### config.mk
export PLATFORM = sky130hd
export DESIGN_NAME = slc_link_regs
export DESIGN_NICKNAME = d
export VERILOG_FILES = /design/src/design/slc_pkg.sv /design/src/design/slc_ts_inserter.sv /design/src/design/slc_mf_counter.sv /design/src/design/slc_link_regs.sv
export SDC_FILE = /design/constraint.sdc
export NUM_CORES = 1
export LEC_CHECK = 0
export BUFFER_PORTS_ARGS = -buffer_cell sky130_fd_sc_hd__buf_4
export CAP_MARGIN = 10
export CORE_ASPECT_RATIO = 0.9
export CORE_UTILIZATION = 37
export CTS_CLUSTER_DIAMETER = 120
export DETAILED_ROUTE_END_ITERATION = 7
export GPL_TIMING_DRIVEN = 0
export PLACE_DENSITY_LB_ADDON = 0.1
export SETUP_SLACK_MARGIN = 0.5
export SYNTH_ARGS = -nofsm -noshare
export SYNTH_HDL_FRONTEND = slang
export SYNTH_HIERARCHICAL = 1
export SYNTH_SLANG_ARGS = --single-unit
### constraint.sdc
create_clock -name clk -period 3 [get_ports clk]
set_clock_uncertainty 0.1 [all_clocks]
set_input_delay 0.6 -clock clk [delete_from_list [all_inputs] [get_ports clk]]
set_output_delay 0.6 -clock clk [all_outputs]
set_load 0.01 [all_outputs]
### src/design/slc_pkg.sv
// Constants and helpers shared by the serial link control register block.
// Assumes a 32-bit APB register port with one word per register index.
package slc_pkg;

  // Register indices; byte address is four times the index
  localparam logic [9:0] SLC_IDX_TS_CTRL = 10'h160;
  localparam logic [9:0] SLC_IDX_LINK_ENABLE = 10'h200;
  localparam logic [9:0] SLC_IDX_OUTPUT_MODE = 10'h201;
  localparam logic [9:0] SLC_IDX_FRAMES_PER_MF = 10'h202;
  localparam logic [9:0] SLC_IDX_AUX_CTRL = 10'h210;
  localparam logic [9:0] SLC_IDX_STATUS = 10'h211;

  // Field positions and widths
  localparam int SLC_TS_INSERT_BIT = 0;
  localparam int SLC_LINK_ENABLE_BIT = 0;
  localparam int SLC_CAL_ENABLE_BIT = 0;
  localparam int SLC_TS_RECV_BIT = 1;
  localparam int SLC_MODE_WIDTH = 6;
  localparam int SLC_FPMF_WIDTH = 8;
  localparam int SLC_MF_WIDTH = 10;

  // Reset values
  localparam logic SLC_RST_TS_INSERT = 1'h0;
  localparam logic SLC_RST_LINK_ENABLE = 1'h1;
  localparam logic [5:0] SLC_RST_OUTPUT_MODE = 6'h00;
  localparam logic [7:0] SLC_RST_FPMF = 8'h1F;
  localparam logic SLC_RST_CAL_ENABLE = 1'h0;
  localparam logic SLC_RST_TS_RECV = 1'h0;
  localparam logic [3:0] SLC_CS_PER_SAMPLE = 4'h0;

  // Multiplier for the 64B/66B multiframe length
  localparam int SLC_EMB_FRAMES = 256;

  // Effective frames-per-multiframe minus one
  // A zero F gives a zero quotient, so the register value is used then
  function automatic logic [9:0] slc_eff_fpmf(input logic is64b, input logic [7:0] fpmfMinus1,
                                             input logic [7:0] e, input logic [7:0] f);
    logic [17:0] prod;
    logic [17:0] quot;
    prod = 18'(SLC_EMB_FRAMES) * 18'(e);
    quot = (f == 8'h00) ? 18'h00000 : prod / 18'(f);
    if (!is64b || quot == 18'h00000) begin
      slc_eff_fpmf = {2'h0, fpmfMinus1};
    end else if (quot > 18'h00400) begin
      slc_eff_fpmf = 10'h3FF;
    end else begin
      slc_eff_fpmf = 10'(quot - 18'h00001);
    end
  endfunction

endpackage

### src/design/slc_ts_inserter.sv
// Sample path: places converter samples in the link sample field and
// optionally carries a timestamp on the field's lowest bit.
// Assumes the timestamp input is sampled alongside the converter sample.
`timescale 1ns/1ps
`default_nettype none
module slc_ts_inserter #(
  parameter int ADC_WIDTH = 12,
  parameter int LINK_WIDTH = 16,
  parameter int PIPE_DEPTH = 2
) (
  input wire logic clk,
  input wire logic reset_n,
  input wire logic enable,
  input wire logic holdReset,
  input wire logic insertEnable,
  input wire logic [ADC_WIDTH-1:0] sampleIn,
  input wire logic timestampIn,
  output logic [LINK_WIDTH-1:0] sampleOut
);

  logic [ADC_WIDTH-1:0] samplePipe [PIPE_DEPTH];
  logic tsPipe [PIPE_DEPTH];
  logic [LINK_WIDTH-1:0] next_sampleOut;

  ////////////////////////////////////////////////////////////////////////////
  // Sample and timestamp travel through the same stages
  always_ff @(posedge clk or negedge reset_n) begin
    if (!reset_n) begin
      for (int i = 0; i < PIPE_DEPTH; i++) begin
        samplePipe[i] <= '0;
        tsPipe[i] <= 1'b0;
      end
    end else if (enable) begin
      if (holdReset) begin
        for (int i = 0; i < PIPE_DEPTH; i++) begin
          samplePipe[i] <= '0;
          tsPipe[i] <= 1'b0;
        end
      end else begin
        samplePipe[0] <= sampleIn;
        tsPipe[0] <= timestampIn;
        for (int i = 1; i < PIPE_DEPTH; i++) begin
          samplePipe[i] <= samplePipe[i-1];
          tsPipe[i] <= tsPipe[i-1];
        end
      end
    end
  end

  ////////////////////////////////////////////////////////////////////////////
  // Left-justify data; lowest bit is padding, data or timestamp
  always_comb begin
    next_sampleOut = '0;
    next_sampleOut[LINK_WIDTH-1 -: ADC_WIDTH] = samplePipe[PIPE_DEPTH-1];
    if (insertEnable) begin
      next_sampleOut[0] = tsPipe[PIPE_DEPTH-1];
    end
  end

  // Output stage; without insertion the lowest bit is data or padding
  always_ff @(posedge clk or negedge reset_n) begin
    if (!reset_n) begin
      sampleOut <= '0;
    end else if (enable) begin
      sampleOut <= holdReset ? '0 : next_sampleOut;
    end
  end

endmodule // slc_ts_inserter
`default_nettype wire

### src/design/slc_mf_counter.sv
// Multiframe counter with SYSREF alignment.
// Assumes frameTick pulses once per frame and sysref is synchronous.
`timescale 1ns/1ps
`default_nettype none
module slc_mf_counter
  import slc_pkg::*;
(
  input wire logic clk,
  input wire logic reset_n,
  input wire logic enable,
  input wire logic holdReset,
  input wire logic frameTick,
  input wire logic sysref,
  input wire logic [SLC_MF_WIDTH-1:0] lastFrame,
  output logic [SLC_MF_WIDTH-1:0] count,
  output logic boundary
);

  ////////////////////////////////////////////////////////////////////////////
  // Counter held in reset while disabled; SYSREF ignored then
  always_ff @(posedge clk or negedge reset_n) begin
    if (!reset_n) begin
      count <= '0;
      boundary <= 1'b0;
    end else if (enable) begin
      if (holdReset) begin
        count <= '0;
        boundary <= 1'b0;
      end else if (sysref) begin
        count <= '0;
        boundary <= 1'b1;
      end else if (frameTick) begin
        if (count >= lastFrame) begin
          count <= '0;
          boundary <= 1'b1;
        end else begin
          count <= count + 1'b1;
          boundary <= 1'b0;
        end
      end else begin
        boundary <= 1'b0;
      end
    end
  end

endmodule // slc_mf_counter
`default_nettype wire

### src/design/slc_link_regs.sv
// Top of the serial link control register block: APB slave, link
// enable/power controls, sample path with timestamp and multiframe counter.
// Assumes one clock, APB master on the same clock, mode decoding outside.
//
// Added by the designer: register access over APB.
`timescale 1ns/1ps
`default_nettype none

// What this block does
// Timestamp insertion set puts timestamp input on each sample's lowest bit.
// Timestamp is delayed exactly like the samples it marks.
// Software should also enable the timestamp receiver when inserting.
// Wider link field: timestamp at field bit 0, converter bits untouched.
// Lane alignment data reports zero control bits per sample, always.
// Link enable bit 0 disables, 1 enables; resets to 1.
// Software clears link enable before touching other link registers.
// Link disabled: link block held in reset, serializers powered down.
// Link disabled: link block clocks gated off.
// Link disabled: multiframe counter held in reset, SYSREF ignored.
// Software sets calibration enable before link enable.
// Software clears link enable before calibration enable.
// Six-bit output mode field in bits 5:0, resets to zero.
// Software changes mode only with link and calibration both disabled.
// Software writes reserved bits as zero.
// Frames-per-multiframe register holds K minus one, resets to 0x1F.
// In 64B/66B modes effective K is 256 times E over F; the block caps K at 1024 and uses the register when E or F is zero.
// Software changes frames-per-multiframe only with link disabled.
// Without insertion the lowest bit carries data or padding only.
module slc_link_regs
  import slc_pkg::*;
#(
  parameter int ADC_WIDTH = 12,
  parameter int LINK_WIDTH = 16,
  parameter int PIPE_DEPTH = 2
) (
  input wire logic clk,
  input wire logic reset_n,
  input wire logic ce,
  // APB slave
  input wire logic psel,
  input wire logic penable,
  input wire logic pwrite,
  input wire logic [11:0] paddr,
  input wire logic [31:0] pwdata,
  output logic [31:0] prdata,
  output logic pready,
  output logic pslverr,
  // Mode parameters decoded outside from the output mode
  input wire logic encoding64b66b,
  input wire logic [7:0] multiblocksE,
  input wire logic [7:0] frameOctetsF,
  // Sample and timing inputs
  input wire logic [ADC_WIDTH-1:0] sampleIn,
  input wire logic timestampIn,
  input wire logic frameTick,
  input wire logic sysref,
  // Link controls and data
  output logic linkEnable,
  output logic linkBlockReset_n,
  output logic serializerPowerDown,
  output logic linkClockEnable,
  output logic calEnable,
  output logic tsInputReceiverEnable,
  output logic [SLC_MODE_WIDTH-1:0] linkOutputMode,
  output logic [SLC_MF_WIDTH-1:0] effFramesMinus1,
  output logic [3:0] ilaControlBitsPerSample,
  output logic [LINK_WIDTH-1:0] linkSample,
  output logic [SLC_MF_WIDTH-1:0] multiframeCount,
  output logic multiframeBoundary
);

  ////////////////////////////////////////////////////////////////////////////
  // Register storage
  logic tsLsbInsertEnable;
  logic [SLC_FPMF_WIDTH-1:0] framesPerMultiframeMinus1;
  logic [SLC_MF_WIDTH-1:0] next_effFramesMinus1;
  logic [9:0] regIndex;
  logic wordAligned;
  logic setupPhase;
  logic writeStrobe;
  logic indexMapped;
  logic [31:0] readValue;
  logic linkHold;
  logic linkRun;

  // Decode the register index from the byte address
  function automatic logic slc_is_mapped(input logic [9:0] idx);
    slc_is_mapped = (idx == SLC_IDX_TS_CTRL) || (idx == SLC_IDX_LINK_ENABLE) ||
                    (idx == SLC_IDX_OUTPUT_MODE) || (idx == SLC_IDX_FRAMES_PER_MF) ||
                    (idx == SLC_IDX_AUX_CTRL) || (idx == SLC_IDX_STATUS);
  endfunction

  assign regIndex = paddr[11:2];
  assign wordAligned = (paddr[1:0] == 2'h0);
  assign indexMapped = wordAligned && slc_is_mapped(regIndex);
  assign setupPhase = psel && !penable && !pready;
  assign writeStrobe = psel && penable && pready && pwrite && !pslverr;

  // Link held while disabled; state frozen by ce
  assign linkHold = !linkEnable;
  assign linkRun = ce && linkEnable;

  ////////////////////////////////////////////////////////////////////////////
  // Read multiplexer; reserved bits read as zero
  always_comb begin
    readValue = 32'h0000_0000;
    unique case (regIndex)
      SLC_IDX_TS_CTRL: begin
        readValue[SLC_TS_INSERT_BIT] = tsLsbInsertEnable;
      end
      SLC_IDX_LINK_ENABLE: begin
        readValue[SLC_LINK_ENABLE_BIT] = linkEnable;
      end
      SLC_IDX_OUTPUT_MODE: begin
        readValue[SLC_MODE_WIDTH-1:0] = linkOutputMode;
      end
      SLC_IDX_FRAMES_PER_MF: begin
        readValue[SLC_FPMF_WIDTH-1:0] = framesPerMultiframeMinus1;
      end
      SLC_IDX_AUX_CTRL: begin
        readValue[SLC_CAL_ENABLE_BIT] = calEnable;
        readValue[SLC_TS_RECV_BIT] = tsInputReceiverEnable;
      end
      SLC_IDX_STATUS: begin
        readValue[SLC_MF_WIDTH-1:0] = multiframeCount;
        readValue[16 +: SLC_MF_WIDTH] = effFramesMinus1;
        readValue[31] = linkEnable;
      end
      default: begin
        readValue = 32'h0000_0000;
      end
    endcase
  end

  ////////////////////////////////////////////////////////////////////////////
  // APB handshake: one wait-free access phase, error on unmapped address
  always_ff @(posedge clk or negedge reset_n) begin
    if (!reset_n) begin
      pready <= 1'b0;
      pslverr <= 1'b0;
      prdata <= 32'h0000_0000;
    end else if (ce) begin
      if (setupPhase) begin
        pready <= 1'b1;
        pslverr <= !indexMapped;
        prdata <= (!pwrite && indexMapped) ? readValue : 32'h0000_0000;
      end else begin
        pready <= 1'b0;
        pslverr <= 1'b0;
      end
    end
  end

  ////////////////////////////////////////////////////////////////////////////
  // Timestamp control register
  always_ff @(posedge clk or negedge reset_n) begin
    if (!reset_n) begin
      tsLsbInsertEnable <= SLC_RST_TS_INSERT;
    end else if (ce && writeStrobe && regIndex == SLC_IDX_TS_CTRL) begin
      tsLsbInsertEnable <= pwdata[SLC_TS_INSERT_BIT];
    end
  end

  // Link enable register
  always_ff @(posedge clk or negedge reset_n) begin
    if (!reset_n) begin
      linkEnable <= SLC_RST_LINK_ENABLE;
    end else if (ce && writeStrobe && regIndex == SLC_IDX_LINK_ENABLE) begin
      linkEnable <= pwdata[SLC_LINK_ENABLE_BIT];
    end
  end

  // Output mode register
  always_ff @(posedge clk or negedge reset_n) begin
    if (!reset_n) begin
      linkOutputMode <= SLC_RST_OUTPUT_MODE;
    end else if (ce && writeStrobe && regIndex == SLC_IDX_OUTPUT_MODE) begin
      linkOutputMode <= pwdata[SLC_MODE_WIDTH-1:0];
    end
  end

  // Frames-per-multiframe register, stored as K minus one
  always_ff @(posedge clk or negedge reset_n) begin
    if (!reset_n) begin
      framesPerMultiframeMinus1 <= SLC_RST_FPMF;
    end else if (ce && writeStrobe && regIndex == SLC_IDX_FRAMES_PER_MF) begin
      framesPerMultiframeMinus1 <= pwdata[SLC_FPMF_WIDTH-1:0];
    end
  end

  // Calibration and timestamp receiver enables
  always_ff @(posedge clk or negedge reset_n) begin
    if (!reset_n) begin
      calEnable <= SLC_RST_CAL_ENABLE;
      tsInputReceiverEnable <= SLC_RST_TS_RECV;
    end else if (ce && writeStrobe && regIndex == SLC_IDX_AUX_CTRL) begin
      calEnable <= pwdata[SLC_CAL_ENABLE_BIT];
      tsInputReceiverEnable <= pwdata[SLC_TS_RECV_BIT];
    end
  end

  ////////////////////////////////////////////////////////////////////////////
  // Link power and reset controls follow the enable bit
  always_ff @(posedge clk or negedge reset_n) begin
    if (!reset_n) begin
      linkBlockReset_n <= 1'b0;
      serializerPowerDown <= 1'b1;
      linkClockEnable <= 1'b0;
    end else if (ce) begin
      linkBlockReset_n <= linkEnable;
      serializerPowerDown <= !linkEnable;
      linkClockEnable <= linkEnable;
    end
  end

  // Lane alignment data never advertises a control bit
  always_ff @(posedge clk or negedge reset_n) begin
    if (!reset_n) begin
      ilaControlBitsPerSample <= SLC_CS_PER_SAMPLE;
    end else if (ce) begin
      ilaControlBitsPerSample <= SLC_CS_PER_SAMPLE;
    end
  end

  ////////////////////////////////////////////////////////////////////////////
  // Effective multiframe length; register ignored in 64B/66B modes unless E or F is zero
  assign next_effFramesMinus1 = slc_eff_fpmf(encoding64b66b, framesPerMultiframeMinus1,
                                             multiblocksE, frameOctetsF);

  always_ff @(posedge clk or negedge reset_n) begin
    if (!reset_n) begin
      effFramesMinus1 <= {2'h0, SLC_RST_FPMF};
    end else if (ce) begin
      effFramesMinus1 <= next_effFramesMinus1;
    end
  end

  ////////////////////////////////////////////////////////////////////////////
  // Sample path runs on ce and is held cleared while the link is disabled
  slc_ts_inserter #(
    .ADC_WIDTH(ADC_WIDTH),
    .LINK_WIDTH(LINK_WIDTH),
    .PIPE_DEPTH(PIPE_DEPTH)
  ) u_ts_inserter (
    .clk(clk),
    .reset_n(reset_n),
    .enable(ce),
    .holdReset(linkHold),
    .insertEnable(tsLsbInsertEnable),
    .sampleIn(sampleIn),
    .timestampIn(timestampIn),
    .sampleOut(linkSample)
  );

  // Multiframe counter, held while the link is disabled
  slc_mf_counter u_mf_counter (
    .clk(clk),
    .reset_n(reset_n),
    .enable(ce),
    .holdReset(linkHold),
    .frameTick(frameTick && linkRun),
    .sysref(sysref && linkRun),
    .lastFrame(effFramesMinus1),
    .count(multiframeCount),
    .boundary(multiframeBoundary)
  );

endmodule // slc_link_regs
`default_nettype wire

### Word-level counts from Yosys, hierarchy flattened

Index checks and enable logic that the tools add are counted.

| word-level totals | value |
|---|---|
| flip-flop bits (word level) | 117 |
| output and inout port bits | 87 |
| logic and storage cells | 91 |

| cells by class | value |
|---|---|
| $add $sub $neg | 2 |
| div/mod/pow operators | 1 |
| magnitude comparators | 2 |
| equality and inequality tests | 7 |
| muxes and demuxes | 25 |
| reductions and logical operators | 35 |

Operators with widths:

| kind | number |
|---|---|
| $mux 10 | 7 |
| $eq 10x10->1 const B | 5 |
| $mux 32 | 1 |
| $mux 24 | 1 |
| $div 16x8->18 | 1 |
| $gt 18x11->1 const B | 1 |
| $logic_not 18->1 | 1 |
| $mux 18 | 1 |
| $logic_and 1x1->1 | 17 |
| $mux 16 | 1 |
| $pmux 4 s3 | 1 |
| $add 10x1->10 const B | 1 |
| $eq 10x9->1 const B | 1 |
| $ge 10x10->1 | 1 |
| $sub 10x1->10 const B | 1 |
| $logic_not 8->1 | 1 |
| $mux 1 | 8 |
| $logic_not 1->1 | 7 |
| $logic_or 1x1->1 | 6 |
| $pmux 1 s6 | 1 |
| $mux 2 | 2 |
| $pmux 1 s4 | 1 |
| $pmux 2 s2 | 1 |
| $reduce_and 2->1 | 2 |
| other kinds (2) | 2 |

### Depth between registers and ports, before layout

| depth | value |
|---|---|
| depth in word-level cells | 9 |
| depth in mapped cells | 181 |

### Cells and area by module

Netlist, hierarchy kept.

By module, submodules not included:

| module | instances | cells each | area each (µm²) | seq. area each (µm²) |
|---|---|---|---|---|
| slc_link_regs | 1 | 1371 | 10445.0 | 1341.3 |
| slc_ts_inserter | 1 | 173 | 1755.4 | 975.9 |
| slc_mf_counter | 1 | 96 | 873.3 | 275.3 |

### Worst setup path before layout

No wires, ideal clock.

| timing | value |
|---|---|
| kind | in2reg |
| from | input frameOctetsF[0] |
| to | register effFramesMinus1[6] |
| setup time | 0.137 ns |
| arrival | 34.414 ns |
| required time | 2.763 ns |
| path slack | -31.651 ns |
| cell stages on the path | 169 |
| buffers on the path | 13 |
| cell sequence | buf_1 > clkinv_1 > ha_1 > o211ai_1 > a211oi_2 > mux2_4 > inv_1 > ha_1 > o211a_1 > o21ai_0 > a21oi_1 > and2_1 > ha_1 > or3_1 > o221ai_1 > a21o_1 > buf_2 > o211ai_2 > (+133 left out) > nand2b_1 > o211ai_1 > o211ai_1 > a31oi_1 > o2111ai_1 > a41oi_1 > o2111ai_2 > or2_2 > nand2_1 > ha_1 > nand3b_1 > a21boi_0 > clkbuf_1 > a21oi_1 > nor2_1 > a31oi_1 > mux2i_1 > a21oi_1 |

| between the ends | value |
|---|---|
| longest elaborated chain between the ends | 5 |

Ends and longest elaborated chain:

| element | line | RTL |
|---|---|---|
| from (decl) | slc_link_regs.sv:51 | `input wire logic [7:0] frameOctetsF,` |
| $div 16x8->18 or $logic_not 8->1 (tied branches) | slc_pkg.sv:41 | `quot = (f == 8'h00) ? 18'h00000 : prod / 18'(f);` |
| $mux 18 * | slc_pkg.sv:41 |  |
| $gt 18x11->1, or another cell as far along | slc_pkg.sv:44 | `end else if (quot > 18'h00400) begin` |
| $mux 10 or $logic_or 1x1->1 (tied branches) | slc_pkg.sv:44, slc_pkg.sv:42 |  |
| $mux 10 * | slc_pkg.sv:42 | `if (!is64b \|\| quot == 18'h00000) begin` |
| to (signal assigned) | slc_link_regs.sv:232 | `effFramesMinus1 <= {2'h0, SLC_RST_FPMF};` |
| to (signal assigned) | slc_link_regs.sv:234 | `effFramesMinus1 <= next_effFramesMinus1;` |
| to (decl) | slc_link_regs.sv:65 | `output logic [SLC_MF_WIDTH-1:0] effFramesMinus1,` |

Mark *: on every way between the ends. The rest lies on a longest branch, timed or not.
A chain may end at the register's enable or synchronous reset.

### Worst setup path after layout

Same ends and word-level chain as after synthesis.

==> summary.md <==
The flow ran to the end, but the final reports show violations. The final reports fail on setup timing. The via count is 14100, and the endpoint arrival time on the critical path is 31.68 ns.

The routed length per placed instance works out to 17.7 um. The number of buffers added on ports was 126; the number of flip-flops and latches in the synthesized netlist was 103. The logs give -33.13 ns for the setup slack after placement and 1640 for the gate count after technology mapping. The antenna diode count was 0. The critical path crosses 169 cells after its start point. Data on the critical path is required at its endpoint by 3.11 ns. The number of fill cells came out at 3185.

The biggest area contributor in the post-synthesis netlist is dfrtp_1. The logs give 19.8% for the sequential share of the synthesized area and 3 for the maximum level of the CTS H-tree. The total of hold buffers inserted after clock tree synthesis was 0; the CTS clock-pin slew for the worst setup and hold paths was 0.07 ns. The path class of the tightest hold or removal check is in -> async. In this run the tightest slew margin relative to its limit is 23.6%.

In this run, synthesis inferred 0 flip-flops with an integrated enable. The largest single stage delay on the critical path is 0.51 ns. The initial antenna violation count came out at 0. The largest individual stage delay along the critical path comes from the cell or4_4. The sequential cell area is 2590 um2. Dividing the detail-routed via count by the number of cells gives 5.64. The routed design has 44400 um of wire. The tools report the count of final hold-check violations as 0. The post-route netlist has 35.3% of its cells at a drive strength greater than 1.

The number of placed instances, taps included, is 2247. The top cell family by delay on the critical path was compound AO/OA/AOI/OAI gates. The most numerous cell type found on the critical path is o21a_1. The start-to-end type of the worst setup path was in -> reg. The overall die width was 200 um; the initial core utilization was 38.1%. The floorplan step defined a core boundary enclosing 34400 um2. TritonCTS built the clock tree.

Across every metal layer, demand over resource in global routing totals 23.9%. The clock sink total is 103. Setup repair after global routing could not meet its margin everywhere. The number of cell instances on the worst register-to-register path works out to 8. The tree is rooted in a clkbuf_16. The clock reaches the later pin of the worst-skew pair after 0.35 ns. The post-detailed-route DRC marker count was 0; the area share of the largest cell type after synthesis was 17.4%. The worst path needs 31.56 ns of the cycle, external delays included. For the max-slew violation total from the final report, the log shows 0. The run gives 0 as the leftover overflow at the end of global routing. The congestion estimate from routability-driven global placement came to 0.867. For the maximum clock path buffer count, the log shows 2. The run gives -28.56 ns as the final worst setup slack. Of the available clock period, the critical path in the final layout requires 1050%. STA classifies the critical path startpoint as an input pin.

Once layout is complete, the cells apart from fillers number 2507. Of all flip-flops after synthesis, the portion carrying an async set or reset was 100%. Setup violations remaining at the end of the flow were counted as 10.

The detailed router finished its first iteration with 931 violations. The area growth from synthesis to layout is 40.6%. The number of global-route vias before repair came out at 13600. Number of nets still failing antenna checks after routing: 0. The tool flagged a number of max-cap violations equal to 0.

The total clock buffers created by CTS came out at 9. The number of unique standard cell types used by synthesis was 110; the pin count of the biggest net entering global routing was 58. The transition time of the tightest slew-check pin was 1.14 ns.

The total number of placement rows is 64. Averaged over all synthesized cells, the footprint is 7.97 um2. The highest fanout seen on the critical path came out at 7. STA classifies the critical path endpoint as a flop. The first global-routing pass estimated 71900 um of wire. Together, buffers and inverters on the worst path number 16. Pin placement for this block handled 169 I/O pins. The logs give 36100 um2 for the die outline area and 13100 um2 for the synthesized area. By count the netlist is led by nor2_1, ha_1, nand2_1. The logs give 31.7 MHz for the maximum operating frequency and 11000 um2 for the area of the multi-input gates.

Yosys printed 6 warnings. The predominant post-synthesis flop cell is dfrtp_1. Height of the die: 180 um. By instance count, the leading cell after synthesis is nor2_1.

The logs give 7 for the detailed-routing iteration count for the pre-antenna-repair pass and 2245 for the number of nets in the final layout. The post-DP HPWL is 31700 um. Yosys attributes the largest share of cell area to dfrtp_1, ha_1, nor2_1.
[worst reg2reg max path, stage by stage, from the launching register on]
cell       delay, ns
dfrtp_1         0.58
inv_1           0.10
ha_1            0.28
nand2b_4        0.14
a211oi_2        0.23
nor3_2          0.10
or4_4           0.57
o21ai_1         0.17
o2bb2ai_1       0.13
[cell type report]
cell class / instances / area share (%)
Sequential cell: 103 / 14.1
Clock inverter: 5 / 0.320
Inverter: 101 / 2.26
Multi-Input combinational cell: 1378 / 59.6
Buffer: 76 / 3.45
Timing Repair Buffer: 372 / 15.8
Tap cell: 462 / 3.14
Clock buffer: 10 / 1.30
[registers in the layout, summed over array words and instances, names as in the netlist, 2 cells and up]
name / flops
u_ts_inserter/sampleOut: 13
u_ts_inserter/samplePipe: 12
u_ts_inserter/next_sampleOut: 12
u_ts_inserter/tsPipe: 2
prdata: 21
effFramesMinus1: 10
framesPerMultiframeMinus1: 8
u_mf_counter/count: 10
linkOutputMode: 6
[placed cells by master (no fill, tap or decap), drive strengths merged, types with 38 or more instances in the layout]
master	netlist	final
nand3b	39	39
nand3	42	42
buf	42	418
nand2	119	119
nor2	135	135
nor3	40	40
dfrtp	91	91
a21oi	99	99
clkbuf	34	40
xnor2	44	44
a21o	38	38
inv	100	98
o21ai	126	126
o21a	47	47
mux2	41	41
ha	121	121
[cells by family after synthesis]
logic type / Yosys count / share of synthesized area [%]
other: 2 / 0.0574
flip-flops: 103 / 19.8
AND/OR/NAND/NOR: 573 / 23.7
XOR/XNOR: 62 / 4.15
multiplexers: 61 / 5.12
adder cells (fa/ha/maj): 123 / 11.8
buffers and inverters: 177 / 6.37
AO/OA/AOI/OAI: 539 / 28.9
[metrics by stage]
stage                     TNS [ns]  util [%]  hold slack (ns)  cell area [um2]
after floorplan            -271.55         -            0.204            13800
after global placement     -332.16      44.5            0.373            15300
after detailed placement   -333.21      44.5            0.380            15300
after CTS                  -282.53      51.6            0.249            17700
after global routing       -298.44      53.5            0.272            18400
final                      -284.43      53.5            0.202            18400
[routing by layer]
metal	share of wire [%]	GRT usage [%]	routed length, um
met5	0	0	0
met4	1.3	3.91	589
met2	45	38.9	20100
met3	4.4	2.19	1960
met1	49	34.4	21800
[what timing repair did]
item | in CTS | in global routing
pin swaps | 119 | 101
buffers inserted | 200 | 41
gates cloned | 4 | 0
endpoints found under the setup margin | 37 | 40
resized for setup | 115 | 78
[final timing paths]
path | to | startpoint | slack (ns)
max | effFramesMinus1[6] | frameOctetsF[0] | -28.56
min | u_mf_counter/count[0] | reset_n | 0.20
max reg2reg | u_mf_counter/count[6] | u_mf_counter/count[0] | 0.53
min reg2reg | prdata[1] | prdata[1] | 0.39
max in group asynchronous | serializerPowerDown | reset_n | 1.81
min in group clk | framesPerMultiframeMinus1[6] | pwdata[6] | 0.38
Power is left out: the tool's default activity adds up to more than one toggle a clock period on the data nets, which glitch-free logic cannot reach.
